===== src/design/iff_pkg.sv =====
// Shared types and constants of the instruction format and flag unit.
package iff_pkg;
	localparam int         IFF_DATA_W      = 32;
	localparam int         IFF_MAX_WORDS   = 7;
	localparam int         IFF_ADDR_W      = 4;
	localparam logic [3:0] IFF_ADDR_FLAGS  = 4'h0;
	localparam logic [3:0] IFF_ADDR_DECODE = 4'h4;
	localparam logic [4:0] IFF_FLAGS_RESET = 5'h00;
	localparam int         IFF_FLAG_LSB    = 0;
	localparam logic [3:0] IFF_LINE_A      = 4'hA;
	localparam logic [3:0] IFF_LINE_F      = 4'hF;

	typedef enum logic [1:0] {
		SZ_BYTE = 2'b00,
		SZ_WORD = 2'b01,
		SZ_LONG = 2'b10
	} iff_size_type;

	typedef enum logic [3:0] {
		OP_NONE    = 4'b0000,
		OP_LOGIC   = 4'b0001,
		OP_ADD     = 4'b0010,
		OP_SUB     = 4'b0011,
		OP_CMP     = 4'b0100,
		OP_ADD_WITH_EXTEND_OP    = 4'b0101,
		OP_SUBTRACT_WITH_EXTEND_OP    = 4'b0110,
		OP_NEGATE_WITH_EXTEND_OP    = 4'b0111,
		OP_NEG     = 4'b1000,
		OP_DECIMAL = 4'b1001,
		OP_DIV     = 4'b1010,
		OP_MUL     = 4'b1011,
		OP_BOUNDS  = 4'b1100
	} iff_op_type;

	typedef enum logic [2:0] {
		EXT_NONE        = 3'b000,
		EXT_IMMEDIATE   = 3'b001,
		EXT_EA          = 3'b010,
		EXT_BRANCH      = 3'b011,
		EXT_BIT_NUMBER  = 3'b100,
		EXT_SPECIAL_REG = 3'b101,
		EXT_TRAP_OPER   = 3'b110,
		EXT_ARG_COUNT   = 3'b111
	} iff_ext_type;

	typedef enum logic [1:0] {
		LOC_REG_FIELD = 2'b00,
		LOC_EA_FIELD  = 2'b01,
		LOC_IMPLICIT  = 2'b10
	} iff_loc_type;

	typedef enum logic {
		AV_IDLE   = 1'b0,
		AV_ANSWER = 1'b1
	} iff_av_state_type;

	// Flag byte layout, carry in bit 0 up to extend in bit 4.
	typedef struct packed {
		logic x;
		logic n;
		logic z;
		logic v;
		logic c;
	} iff_flags_type;

	typedef struct packed {
		logic [IFF_DATA_W-1:0] src;
		logic [IFF_DATA_W-1:0] dst;
		logic [IFF_DATA_W-1:0] res;
		logic [IFF_DATA_W-1:0] lower;
		logic [IFF_DATA_W-1:0] upper;
	} iff_operands_type;

	typedef struct packed {
		logic        reg_is_addr;
		logic [2:0]  reg_num;
		iff_loc_type loc;
		iff_ext_type ext;
		logic        trap;
		logic [2:0]  length;
	} iff_decode_type;
endpackage


===== src/design/iff_insn_decode.sv =====
// Operation word decoder giving length, extension kind and operand place.
`timescale 1ns/1ps
module iff_insn_decode
	import iff_pkg::*;
(
	input  wire logic [15:0]    op_word,
	output iff_decode_type      info
);
	// Extension words that one effective address field needs.
	function automatic logic [2:0] ea_words(input logic [2:0] mode,
		input logic [2:0] rn, input logic [1:0] size);
		logic [2:0] w;
		w = 3'h0;
		if (mode == 3'h5 || mode == 3'h6)
			w = 3'h1;
		else if (mode == 3'h7)
		begin
			if (rn == 3'h1 || (rn == 3'h4 && size == SZ_LONG))
				w = 3'h2;
			else if (rn <= 3'h4)
				w = 3'h1;
		end
		return w;
	endfunction

	logic [3:0]  line;
	logic [3:0]  words;
	logic [1:0]  msize;

	// The operation word alone fixes operation and length.
	always_comb
	begin
		line = op_word[15:12];
		msize = (line == 4'h1) ? SZ_BYTE :
			(line == 4'h3) ? SZ_WORD : SZ_LONG;
		words = 4'h0;
		info = '0;
		info.loc = LOC_EA_FIELD;
		info.reg_num = op_word[11:9];
		if (line == IFF_LINE_A || line == IFF_LINE_F)
			info.trap = 1'b1;
		else if (line == 4'h0)
		begin
			if (op_word[11:8] == 4'h8)
				info.ext = EXT_BIT_NUMBER;
			else if (op_word[11:8] == 4'hE)
				info.ext = EXT_SPECIAL_REG;
			else if (!op_word[8])
				info.ext = EXT_IMMEDIATE;
			else
				info.loc = LOC_REG_FIELD;
			if (info.ext == EXT_IMMEDIATE && op_word[7:6] == SZ_LONG)
				words = 4'h2;
			else if (info.ext != EXT_NONE)
				words = 4'h1;
			words = words + {1'b0, ea_words(op_word[5:3], op_word[2:0],
				op_word[7:6])};
			// Words that only extend the address field are still extensions.
			if (info.ext == EXT_NONE)
				info.ext = EXT_EA;
		end
		else if (line <= 4'h3)
		begin
			words = {1'b0, ea_words(op_word[5:3], op_word[2:0], msize)}
				+ {1'b0, ea_words(op_word[8:6], op_word[11:9], msize)};
			info.ext = EXT_EA;
		end
		else if (line == 4'h5 && op_word[7:3] == 5'h1F)
		begin
			info.ext = EXT_TRAP_OPER;
			info.loc = LOC_IMPLICIT;
			words = (op_word[2:0] == 3'h3) ? 4'h2 :
				(op_word[2:0] == 3'h2) ? 4'h1 : 4'h0;
		end
		else if (line == 4'h5 && op_word[7:3] == 5'h19)
		begin
			info.ext = EXT_BRANCH;
			info.loc = LOC_REG_FIELD;
			info.reg_num = op_word[2:0];
			words = 4'h1;
		end
		else if (line == 4'h6)
		begin
			info.ext = EXT_BRANCH;
			info.loc = LOC_IMPLICIT;
			words = (op_word[7:0] == 8'hFF) ? 4'h2 :
				(op_word[7:0] == 8'h00) ? 4'h1 : 4'h0;
		end
		else if (line == 4'h7)
			info.loc = LOC_REG_FIELD;
		else
		begin
			if (line != 4'h4)
				info.loc = LOC_REG_FIELD;
			info.reg_is_addr = (line == 4'h9 || line == 4'hB ||
				line == 4'hD) && op_word[7:6] == 2'h3;
			info.ext = EXT_EA;
			words = {1'b0, ea_words(op_word[5:3], op_word[2:0],
				op_word[7:6])};
		end
		if (words == 4'h0)
			info.ext = EXT_NONE;
		// One word at least, clamped at seven in total.
		if (words >= 4'(IFF_MAX_WORDS - 1))
			info.length = 3'(IFF_MAX_WORDS);
		else
			info.length = words[2:0] + 3'h1;
	end
endmodule


===== src/design/iff_flag_unit.sv =====
// Flag unit: flag byte update, instruction decode, register slave.
//
// The Avalon-MM register port and the address map were chosen for this implementation.
`timescale 1ns/1ps
module iff_flag_unit
	import iff_pkg::*;
(
	input  wire logic              sys_clk,
	input  wire logic              rstn,
	input  wire logic [15:0]       op_word,
	input  wire logic              op_word_valid,
	input  wire logic              wb_valid,
	input  iff_op_type             wb_op,
	input  iff_size_type           wb_size,
	input  iff_operands_type       wb_operands,
	input  wire logic              wb_signed,
	input  wire logic [31:0]       wb_product_high,
	input  wire logic              wb_decimal_carry,
	input  wire logic              wb_div_overflow,
	input  wire logic [3:0]        avs_address,
	input  wire logic              avs_read,
	input  wire logic              avs_write,
	input  wire logic [31:0]       avs_writedata,
	input  wire logic [3:0]        avs_byteenable,
	output logic [31:0]            avs_readdata,
	output logic                   avs_waitrequest,
	output logic [7:0]             result_flag_byte,
	output iff_decode_type         decode_info,
	output logic                   decode_valid,
	output logic                   trap_request
);
	// Top bit of a value at the given operand size.
	function automatic logic op_msb(input logic [31:0] v,
		input logic [1:0] sz);
		return (sz == SZ_BYTE) ? v[7] : (sz == SZ_WORD) ? v[15] : v[31];
	endfunction

	// Every bit of the sized value is zero.
	function automatic logic op_zero(input logic [31:0] v,
		input logic [1:0] sz);
		return (sz == SZ_BYTE) ? (v[7:0] == 8'h00) :
			(sz == SZ_WORD) ? (v[15:0] == 16'h0000) : (v == 32'h0);
	endfunction

	// Sized value widened by sign or zero for bounds compares.
	function automatic logic signed [32:0] op_ext(input logic [31:0] v,
		input logic [1:0] sz, input logic sg);
		logic e;
		e = sg & op_msb(v, sz);
		if (sz == SZ_BYTE)
			return {{25{e}}, v[7:0]};
		else if (sz == SZ_WORD)
			return {{17{e}}, v[15:0]};
		return {e, v};
	endfunction

	iff_flags_type     flags_ff;
	iff_flags_type     nxt_flags;
	iff_decode_type    dec_comb;
	iff_decode_type    decode_ff;
	logic              decode_valid_ff;
	logic              trap_ff;
	iff_av_state_type  av_state_ff;
	logic [31:0]       readdata_ff;
	logic              waitreq_ff;
	logic              sm;
	logic              dm;
	logic              rm;
	logic              rz;
	logic              add_v;
	logic              add_c;
	logic              sub_v;
	logic              sub_c;
	logic              mul_ovf;
	logic signed [32:0] r_ext;
	logic signed [32:0] lb_ext;
	logic signed [32:0] ub_ext;
	logic              bnd_eq;
	logic              bnd_out;
	logic              sw_flag_wr;

	iff_insn_decode u_decode
	(
		.op_word (op_word),
		.info    (dec_comb)
	);

	// Sized top bits and the printed flag equations.
	always_comb
	begin
		sm = op_msb(wb_operands.src, wb_size);
		dm = op_msb(wb_operands.dst, wb_size);
		rm = op_msb(wb_operands.res, wb_size);
		rz = op_zero(wb_operands.res, wb_size);
		add_v = (sm & dm & ~rm) | (~sm & ~dm & rm);
		add_c = (sm & dm) | (~rm & dm) | (sm & ~rm);
		sub_v = (~sm & dm & ~rm) | (sm & ~dm & rm);
		sub_c = (sm & ~dm) | (rm & ~dm) | (sm & rm);
		// A long product overflows when its upper half is not
		// just the extension of the low half.
		if (wb_size != SZ_LONG)
			mul_ovf = 1'b0;
		else if (wb_signed)
			mul_ovf = wb_product_high != {32{wb_operands.res[31]}};
		else
			mul_ovf = wb_product_high != 32'h0;
		r_ext = op_ext(wb_operands.dst, wb_size, wb_signed);
		lb_ext = op_ext(wb_operands.lower, wb_size, wb_signed);
		ub_ext = op_ext(wb_operands.upper, wb_size, wb_signed);
		bnd_eq = (r_ext == lb_ext) || (r_ext == ub_ext);
		if (lb_ext <= ub_ext)
			bnd_out = (r_ext < lb_ext) || (r_ext > ub_ext);
		else
			bnd_out = (r_ext > ub_ext) && (r_ext < lb_ext);
	end

	// Next flag byte per operation row; undefined flags hold.
	always_comb
	begin
		nxt_flags = flags_ff;
		case (wb_op)
			OP_LOGIC:
			begin
				nxt_flags.n = rm;
				nxt_flags.z = rz;
				nxt_flags.v = 1'b0;
				nxt_flags.c = 1'b0;
			end
			OP_ADD, OP_ADD_WITH_EXTEND_OP:
			begin
				nxt_flags.n = rm;
				nxt_flags.v = add_v;
				nxt_flags.c = add_c;
				nxt_flags.x = add_c;
				nxt_flags.z = (wb_op == OP_ADD_WITH_EXTEND_OP) ? (flags_ff.z & rz) : rz;
			end
			OP_SUB, OP_SUBTRACT_WITH_EXTEND_OP, OP_CMP:
			begin
				nxt_flags.n = rm;
				nxt_flags.v = sub_v;
				nxt_flags.c = sub_c;
				if (wb_op != OP_CMP)
					nxt_flags.x = sub_c;
				nxt_flags.z = (wb_op == OP_SUBTRACT_WITH_EXTEND_OP) ? (flags_ff.z & rz) : rz;
			end
			OP_NEG, OP_NEGATE_WITH_EXTEND_OP:
			begin
				nxt_flags.n = rm;
				nxt_flags.v = dm & rm;
				nxt_flags.c = dm | rm;
				nxt_flags.x = dm | rm;
				nxt_flags.z = (wb_op == OP_NEGATE_WITH_EXTEND_OP) ? (flags_ff.z & rz) : rz;
			end
			OP_DECIMAL:
			begin
				nxt_flags.c = wb_decimal_carry;
				nxt_flags.x = wb_decimal_carry;
				nxt_flags.z = flags_ff.z & rz;
			end
			OP_DIV:
			begin
				nxt_flags.n = rm;
				nxt_flags.z = rz;
				nxt_flags.v = wb_div_overflow;
				nxt_flags.c = 1'b0;
			end
			OP_MUL:
			begin
				nxt_flags.n = rm;
				nxt_flags.z = rz;
				nxt_flags.v = mul_ovf;
				nxt_flags.c = 1'b0;
			end
			OP_BOUNDS:
			begin
				nxt_flags.z = bnd_eq;
				nxt_flags.c = bnd_out;
			end
			default:
				nxt_flags = flags_ff;
		endcase
	end

	assign sw_flag_wr = avs_write && av_state_ff == AV_ANSWER &&
		avs_address == IFF_ADDR_FLAGS && avs_byteenable[0];

	// Flag byte; writeback wins over a software write.
	always_ff @(posedge sys_clk or negedge rstn)
	begin
		if (!rstn)
			flags_ff <= IFF_FLAGS_RESET;
		else if (wb_valid)
			flags_ff <= nxt_flags;
		else if (sw_flag_wr)
			flags_ff <= avs_writedata[IFF_FLAG_LSB +: 5];
	end

	// Registered decode of each operation word offered.
	always_ff @(posedge sys_clk or negedge rstn)
	begin
		if (!rstn)
		begin
			decode_ff <= '0;
			decode_valid_ff <= 1'b0;
			trap_ff <= 1'b0;
		end
		else
		begin
			decode_valid_ff <= op_word_valid;
			trap_ff <= op_word_valid && dec_comb.trap;
			if (op_word_valid)
				decode_ff <= dec_comb;
		end
	end

	// Bus slave: one wait cycle, then a single answer cycle.
	always_ff @(posedge sys_clk or negedge rstn)
	begin
		if (!rstn)
		begin
			av_state_ff <= AV_IDLE;
			readdata_ff <= 32'h0;
			waitreq_ff <= 1'b1;
		end
		else
		begin
			case (av_state_ff)
				AV_IDLE:
				begin
					if (avs_read || avs_write)
					begin
						av_state_ff <= AV_ANSWER;
						waitreq_ff <= 1'b0;
					end
					if (avs_read && avs_address == IFF_ADDR_FLAGS)
						readdata_ff <= {27'h0, flags_ff};
					else if (avs_read && avs_address == IFF_ADDR_DECODE)
						readdata_ff <= {19'h0, decode_ff};
					else
						readdata_ff <= 32'h0;
				end
				default:
				begin
					av_state_ff <= AV_IDLE;
					waitreq_ff <= 1'b1;
				end
			endcase
		end
	end

	assign avs_readdata = readdata_ff;
	assign avs_waitrequest = waitreq_ff;
	assign result_flag_byte = {3'h0, flags_ff};
	assign decode_info = decode_ff;
	assign decode_valid = decode_valid_ff;
	assign trap_request = trap_ff;

	// Logic rows clear overflow and carry, keep extend.
	property p_logic_clear;
		@(posedge sys_clk) disable iff (!rstn)
		wb_valid && wb_op == OP_LOGIC |=> !flags_ff.v && !flags_ff.c
			&& flags_ff.x == $past(flags_ff.x);
	endproperty
	a_logic_clear: assert property (p_logic_clear)
		else $error("logic op left overflow or carry set");

	// Compare, divide, multiply and bounds keep extend.
	property p_x_kept;
		@(posedge sys_clk) disable iff (!rstn)
		wb_valid && (wb_op == OP_CMP || wb_op == OP_DIV ||
			wb_op == OP_MUL || wb_op == OP_BOUNDS) |=> $stable(flags_ff.x);
	endproperty
	a_x_kept: assert property (p_x_kept)
		else $error("extend changed by an op that keeps it");

	// Add: extend equals the new carry.
	property p_add_x;
		@(posedge sys_clk) disable iff (!rstn)
		wb_valid && wb_op == OP_ADD |=> flags_ff.x == flags_ff.c
			&& flags_ff.c == $past(add_c) && flags_ff.n == $past(rm);
	endproperty
	a_add_x: assert property (p_add_x)
		else $error("add carry or extend wrong");

	// Subtract copies borrow to extend.
	property p_sub_x;
		@(posedge sys_clk) disable iff (!rstn)
		wb_valid && wb_op == OP_SUB |=> flags_ff.x == flags_ff.c
			&& flags_ff.v == $past(sub_v);
	endproperty
	a_sub_x: assert property (p_sub_x)
		else $error("subtract borrow not copied to extend");

	// Extended chain: zero result never sets zero.
	property p_chain_zero;
		@(posedge sys_clk) disable iff (!rstn)
		wb_valid && (wb_op == OP_ADD_WITH_EXTEND_OP || wb_op == OP_SUBTRACT_WITH_EXTEND_OP ||
			wb_op == OP_NEGATE_WITH_EXTEND_OP) && rz && !flags_ff.z |=> !flags_ff.z;
	endproperty
	a_chain_zero: assert property (p_chain_zero)
		else $error("extended op set zero flag");

	// Decimal: carry and extend follow decimal carry.
	property p_decimal;
		@(posedge sys_clk) disable iff (!rstn)
		wb_valid && wb_op == OP_DECIMAL |=> flags_ff.c ==
			$past(wb_decimal_carry) && flags_ff.x == flags_ff.c
			&& (!flags_ff.z || $past(flags_ff.z));
	endproperty
	a_decimal: assert property (p_decimal)
		else $error("decimal op flags wrong");

	// Divide clears carry and reports overflow.
	property p_div;
		@(posedge sys_clk) disable iff (!rstn)
		wb_valid && wb_op == OP_DIV |=> !flags_ff.c
			&& flags_ff.v == $past(wb_div_overflow);
	endproperty
	a_div: assert property (p_div)
		else $error("divide flags wrong");

	// Unsigned long multiply with upper bits set overflows.
	property p_mul;
		@(posedge sys_clk) disable iff (!rstn)
		wb_valid && wb_op == OP_MUL && !wb_signed && wb_size == SZ_LONG
			&& wb_product_high != 32'h0 |=> flags_ff.v && !flags_ff.c;
	endproperty
	a_mul: assert property (p_mul)
		else $error("multiply overflow missed");

	// Bounds equal to a limit sets zero and clears carry.
	property p_bounds;
		@(posedge sys_clk) disable iff (!rstn)
		wb_valid && wb_op == OP_BOUNDS && wb_operands.dst ==
			wb_operands.lower && wb_size == SZ_LONG |=>
			flags_ff.z && !flags_ff.c;
	endproperty
	a_bounds: assert property (p_bounds)
		else $error("bounds equality not flagged");

	// Unimplemented line gives a one word trap next cycle.
	property p_trap;
		@(posedge sys_clk) disable iff (!rstn)
		op_word_valid && (op_word[15:12] == IFF_LINE_A ||
			op_word[15:12] == IFF_LINE_F) |=> trap_request
			&& decode_info.length == 3'h1 ##1 !trap_request || op_word_valid;
	endproperty
	a_trap: assert property (p_trap)
		else $error("unimplemented opcode did not trap");

	// Length is one word exactly when no extension kind is set.
	property p_length;
		@(posedge sys_clk) disable iff (!rstn)
		decode_valid |-> decode_info.length >= 3'h1 &&
			((decode_info.length == 3'h1) == (decode_info.ext == EXT_NONE));
	endproperty
	a_length: assert property (p_length)
		else $error("decoded length out of range");

	// Flags stand still without writeback or software write.
	property p_commit;
		@(posedge sys_clk) disable iff (!rstn)
		!wb_valid && !sw_flag_wr |=> $stable(result_flag_byte);
	endproperty
	a_commit: assert property (p_commit)
		else $error("flags changed without a commit");
endmodule


===== config.mk =====
export PLATFORM = sky130hd
export DESIGN_NAME = iff_flag_unit
export DESIGN_NICKNAME = d
export VERILOG_FILES = /design/src/design/iff_pkg.sv /design/src/design/iff_insn_decode.sv /design/src/design/iff_flag_unit.sv
export SDC_FILE = /design/constraint.sdc
export NUM_CORES = 1
export LEC_CHECK = 0
export ABC_AREA = 1
export BUFFER_PORTS_ARGS = -buffer_cell sky130_fd_sc_hd__buf_2
export CORE_AREA = 4 4 122 124
export CTS_BUF_LIST = sky130_fd_sc_hd__clkbuf_16
export DETAILED_ROUTE_END_ITERATION = 6
export DIE_AREA = 0 0 126 128
export GPL_TIMING_DRIVEN = 0
export PLACE_DENSITY = 0.76
export SYNTH_ARGS = -nofsm -noshare
export SYNTH_HDL_FRONTEND = slang
export SYNTH_SLANG_ARGS = --single-unit
export TNS_END_PERCENT = 20

===== constraint.sdc =====
create_clock -name sys_clk -period 3.3 [get_ports sys_clk]
set_input_delay 0.165 -clock sys_clk [delete_from_list [all_inputs] [get_ports sys_clk]]
set_output_delay 0.165 -clock sys_clk [all_outputs]
set_load 0.01 [all_outputs]

==> metrics.md <==
| Metric | Value |
|---|---|
| H-tree Lvls | `2` |
| F_max | `roughly 330 MHz` |
| Starting DRC count in detailed routing | `between 500 and 600` |
| Slew Viols, Final | `0` |
| Die width | `approximately 130 um` |
| Total GRT Usage | `0.242` |
| Clock transition at the registers of the reported paths | `~0.05 ns` |
| Largest net degree at the start of global routing | `36` |
| First-pass GRT wire length | `roughly 33000 um` |
| Storage cell area | `approximately 880 um^2` |
| Routed length per placed instance | `between 10 and 15 um` |
| Crit path DAT | `around 3.2 ns` |
| Min-delay worst type | `input port to register` |
| Row cnt | `between 40 and 50` |
| Seq/Total Area, Yosys | `0.143` |
| CP Class | `input port to register` |
| Multi-input gate area | `4600 um^2` |
| Gate count of the mapped netlist | `between 900 and 1000` |
| Final min period | `~3.0 ns` |
| DRT Pass-1 Iters | `5` |
| Core Box Area | `approximately 14000 um^2` |
| CTS max path bufs | `2` |
| IO Pins | `approximately 320` |
| Synthesis-to-layout area growth | `29.6%` |
| Reg2reg setup slack | `about 1.7 ns` |
| Switching Fraction | `0.423` |
| Max-cap viol count | `0` |
| Relative slew slack | `0.500` |
| DRC violations left | `0` |
| Synth Warn # | `0` |
| Worst R2R End | `result_flag_byte[2]$_DFFE_PN0P_` |
| Cell accounting for the most synthesized area | `ha_1` |
| Switch Pwr | `slightly below 900 uW` |
| Vias in the first global route | `slightly above 7000` |
| Share of layout cells above drive strength 1 | `0.245` |
| Leak | `about 4.5 nW` |
| Num CTS Buffers | `5` |
| Outcome | `completed` |
| Int Pwr | `1.20 mW` |
| Pwr per Cell Area | `around 260 nW/um^2` |
| Die Y | `128 um` |
| RR Startpoint | `result_flag_byte[2]$_DFFE_PN0P_` |
| Post-Route WL | `between 20000 and 25000 um` |
| Max rail drop VDD | `~0.19 mV` |
| Grt ovf | `0` |
| Post-DP HPWL | `about 18000 um` |
| Pwr Total | `between 2 and 2.5 mW` |
| N_diodes | `0` |
| Seq cells post-synth | `35` |
| TritonCTS clock tree | `built` |
| Starting Density | `0.445` |
| Post-synth EDFFs | `0` |
| Routed Antenna Nets | `0` |
| Async SR Flop Fraction | `1.00` |
| Non-filler cells, final | `1447` |
| Port bufs | `237` |
| FF-to-FF path depth | `8` |
| Final hold vios | `0` |
| Hold Path Origin | `op_word_valid` |
| Clk sink count | `35` |
| Worst skew pair latency | `between 0.2 and 0.3 ns` |
| Mapped Area | `between 6000 and 7000 um^2` |
| Crit-path max FO | `10` |
| Synth top area cells | `ha_1, dfrtp_1, nand2_1, inv_1, nor2_1` |
| Fin nets | `1633` |
| Sequential share of power | `0.241` |
| Syn avg cell area | `6.19 um^2` |
| Comb pwr share | `0.545` |
| Top_reg_cell synth | `dfrtp_1` |
| Share of the synthesized area in the top cell type | `0.208` |
| Setup Viol. Count Final | `0` |
| Worst hold endpoint | `decode_valid$_DFF_PN0_` |
| Root buf cell | `clkbuf_16` |
| Unique masters post-synth | `48` |
| CP endpoint kind | `register` |
| Vias | `7549` |
| Vias/cell | `between 5 and 6` |
| Fill count | `between 1000 and 1500` |
| Worst hold path stage count | `1` |
| Die ar. | `16100 um^2` |
| Startpoint types | `input port` |
| Skew final | `a little under 0.008 ns` |
| Worst-Margin Slew | `around 0.75 ns` |
| Worst Path Required | `between 3 and 4 ns` |
| Initial antenna violation count | `0` |
| DP Cell Count | `around 1400` |
| Clock share of power | `0.214` |
| Final worst path period share | `0.913` |
| Routability cong. | `between 0.9 and 1` |
-- cell type report --
cell class | count | area share
plain buffers | 38 | 0.0315
clock inverters | 3 | 0.00205
well taps | 180 | 0.0284
clock buffers | 5 | 0.0158
flip-flops and latches | 35 | 0.110
multi-input cells | 787 | 0.580
repair buffers | 249 | 0.161
inverters | 150 | 0.0712
-- routing by layer --
| metal | share of wire | wire length (um) | GRT usage | up-vias |
|---|---|---|---|---|
| li1 | - | - | - | 3866 |
| met1 | 0.44 | 8960 | 0.326 | 3333 |
| met2 | 0.47 | 9630 | 0.423 | 327 |
| met3 | 0.083 | 1700 | 0.0275 | 23 |
| met4 | 0.014 | 281 | 0.0435 | 0 |
| met5 | 0 | 0 | 0 | - |
-- timing repair --
action                                  4_1_cts  5_1_grt
pin swaps                                     0       11
hold buffers                                  1        0
resized for setup                             8       27
gates cloned                                  0        1
hold endpoints to repair                     34        0
endpoints found under the setup margin        2        2
buffers inserted                              0       10
-- worst max-delay path by stage --
stage | end | from | slack, ns | cells past startpoint
2_1_floorplan | result_flag_byte[0]$_DFFE_PN0P_ | wb_size[0] | 0.37 | 26
3_3_place_gp | result_flag_byte[0]$_DFFE_PN0P_ | wb_size[1] | -0.70 | 26
3_5_place_dp | result_flag_byte[0]$_DFFE_PN0P_ | wb_size[1] | -0.67 | 26
4_1_cts | result_flag_byte[0]$_DFFE_PN0P_ | wb_size[1] | 0.03 | 26
5_1_grt | result_flag_byte[0]$_DFFE_PN0P_ | wb_size[1] | -0.10 | 26
6_report | result_flag_byte[0]$_DFFE_PN0P_ | wb_size[1] | 0.29 | 25
-- cells in the mapped netlist (all sizes together) (2+ instances only) --
cell type  instances
nand2            209
inv              149
nor2             128
ha               102
o21ai             95
a21oi             69
nand3             40
dfrtp             34
nand4             27
buf               25
nor4              25
nor3              15
clkbuf            14
o211ai             8
o31ai              8
a211oi             5
a31oi              3
o21a               3
o22a               3
o32ai              3
a21o               2
and3               2
fa                 2
nor3b              2
o22ai              2
or4                2
-- flip-flops by register name, summed over array words and instances (netlist names) --
| signal | cells |
|---|---|
| avs_readdata | 13 |
| decode_valid | 1 |
| decode_info | 13 |
| av_state_ff | 1 |
| avs_waitrequest | 1 |
| trap_request | 1 |
| result_flag_byte | 5 |
-- power by group through the flow --
| stage | combinational (mW) | clock, mW | sequential (mW) |
|---|---|---|---|
| floorplan | 0.666 | 0 | 0.522 |
| global placement | 1.06 | 0 | 0.506 |
| detailed placement | 1.08 | 0 | 0.506 |
| CTS | 1.09 | 0.449 | 0.501 |
| global route | 1.29 | 0.475 | 0.506 |
| finish | 1.13 | 0.444 | 0.501 |
-- layout by cell type, fill, tap and decap left out, types with 3 or more instances in the layout --
cell type / netlist / routed
a31oi_1: 3 / 3
nor2_1: 126 / 121
o21a_1: 3 / 3
clkbuf_1: 14 / 10
nor3_1: 15 / 14
o21ai_0: 89 / 87
o211ai_1: 8 / 8
a211oi_1: 5 / 5
clkbuf_16: 0 / 5
o22a_1: 3 / 3
ha_1: 102 / 102
buf_2: 2 / 237
buf_4: 22 / 33
conb_1: 1 / 22
o31ai_1: 8 / 8
dfrtp_1: 34 / 34
o32ai_1: 3 / 3
a21oi_1: 69 / 69
nor2_4: 1 / 3
nand4_1: 27 / 27
nand2_1: 208 / 206
o21ai_1: 4 / 6
inv_1: 144 / 143
nor2_2: 1 / 4
inv_2: 5 / 6
nor4_1: 25 / 22
nand3_1: 38 / 38
-- worst max-delay path, cell delays in order --
cell and delay, ns:
clkbuf_4 0.21, nor2_2 0.07, inv_2 0.09, nor2_1 0.06, nor4_2 0.32, inv_1 0.15
nand2_4 0.13, buf_4 0.17, o21ai_0 0.14, ha_1 0.35, a21oi_1 0.21, o21ai_1 0.08
nor2_1 0.09, a21oi_1 0.07, nor2_1 0.14, nand4_1 0.11, nand2_1 0.15, inv_1 0.05
nand3_1 0.07, nand2_1 0.05, inv_1 0.06, nand2_1 0.05, nand2_1 0.06, nand2_1 0.05
a21oi_1 0.11
-- stage by stage --
step	hold WS (ns)	util	instance area, um^2	worst slack [ns]	TNS, ns
2_1_floorplan	-0.131	-	6210	0.367	0
3_3_place_gp	0.275	0.553	7620	-0.698	-1.09
3_5_place_dp	0.271	0.553	7620	-0.670	-1.11
4_1_cts	0.0743	0.565	7790	0.0313	0
5_1_grt	0.0741	0.577	7940	-0.102	-0.104
6_report	0.0785	0.577	7940	0.287	0
-- kinds of logic after synthesis --
| logic type | count (synthesis) | share of synthesized area |
|---|---|---|
| adders and majority gates | 104 | 0.215 |
| AOI/OAI and AO/OA | 207 | 0.191 |
| other | 1 | 0.000612 |
| buffers and inverters | 189 | 0.131 |
| DFF | 35 | 0.143 |
| and+or+nand+nor | 454 | 0.319 |
No activity file was read; power rests on OpenSTA's default activity.
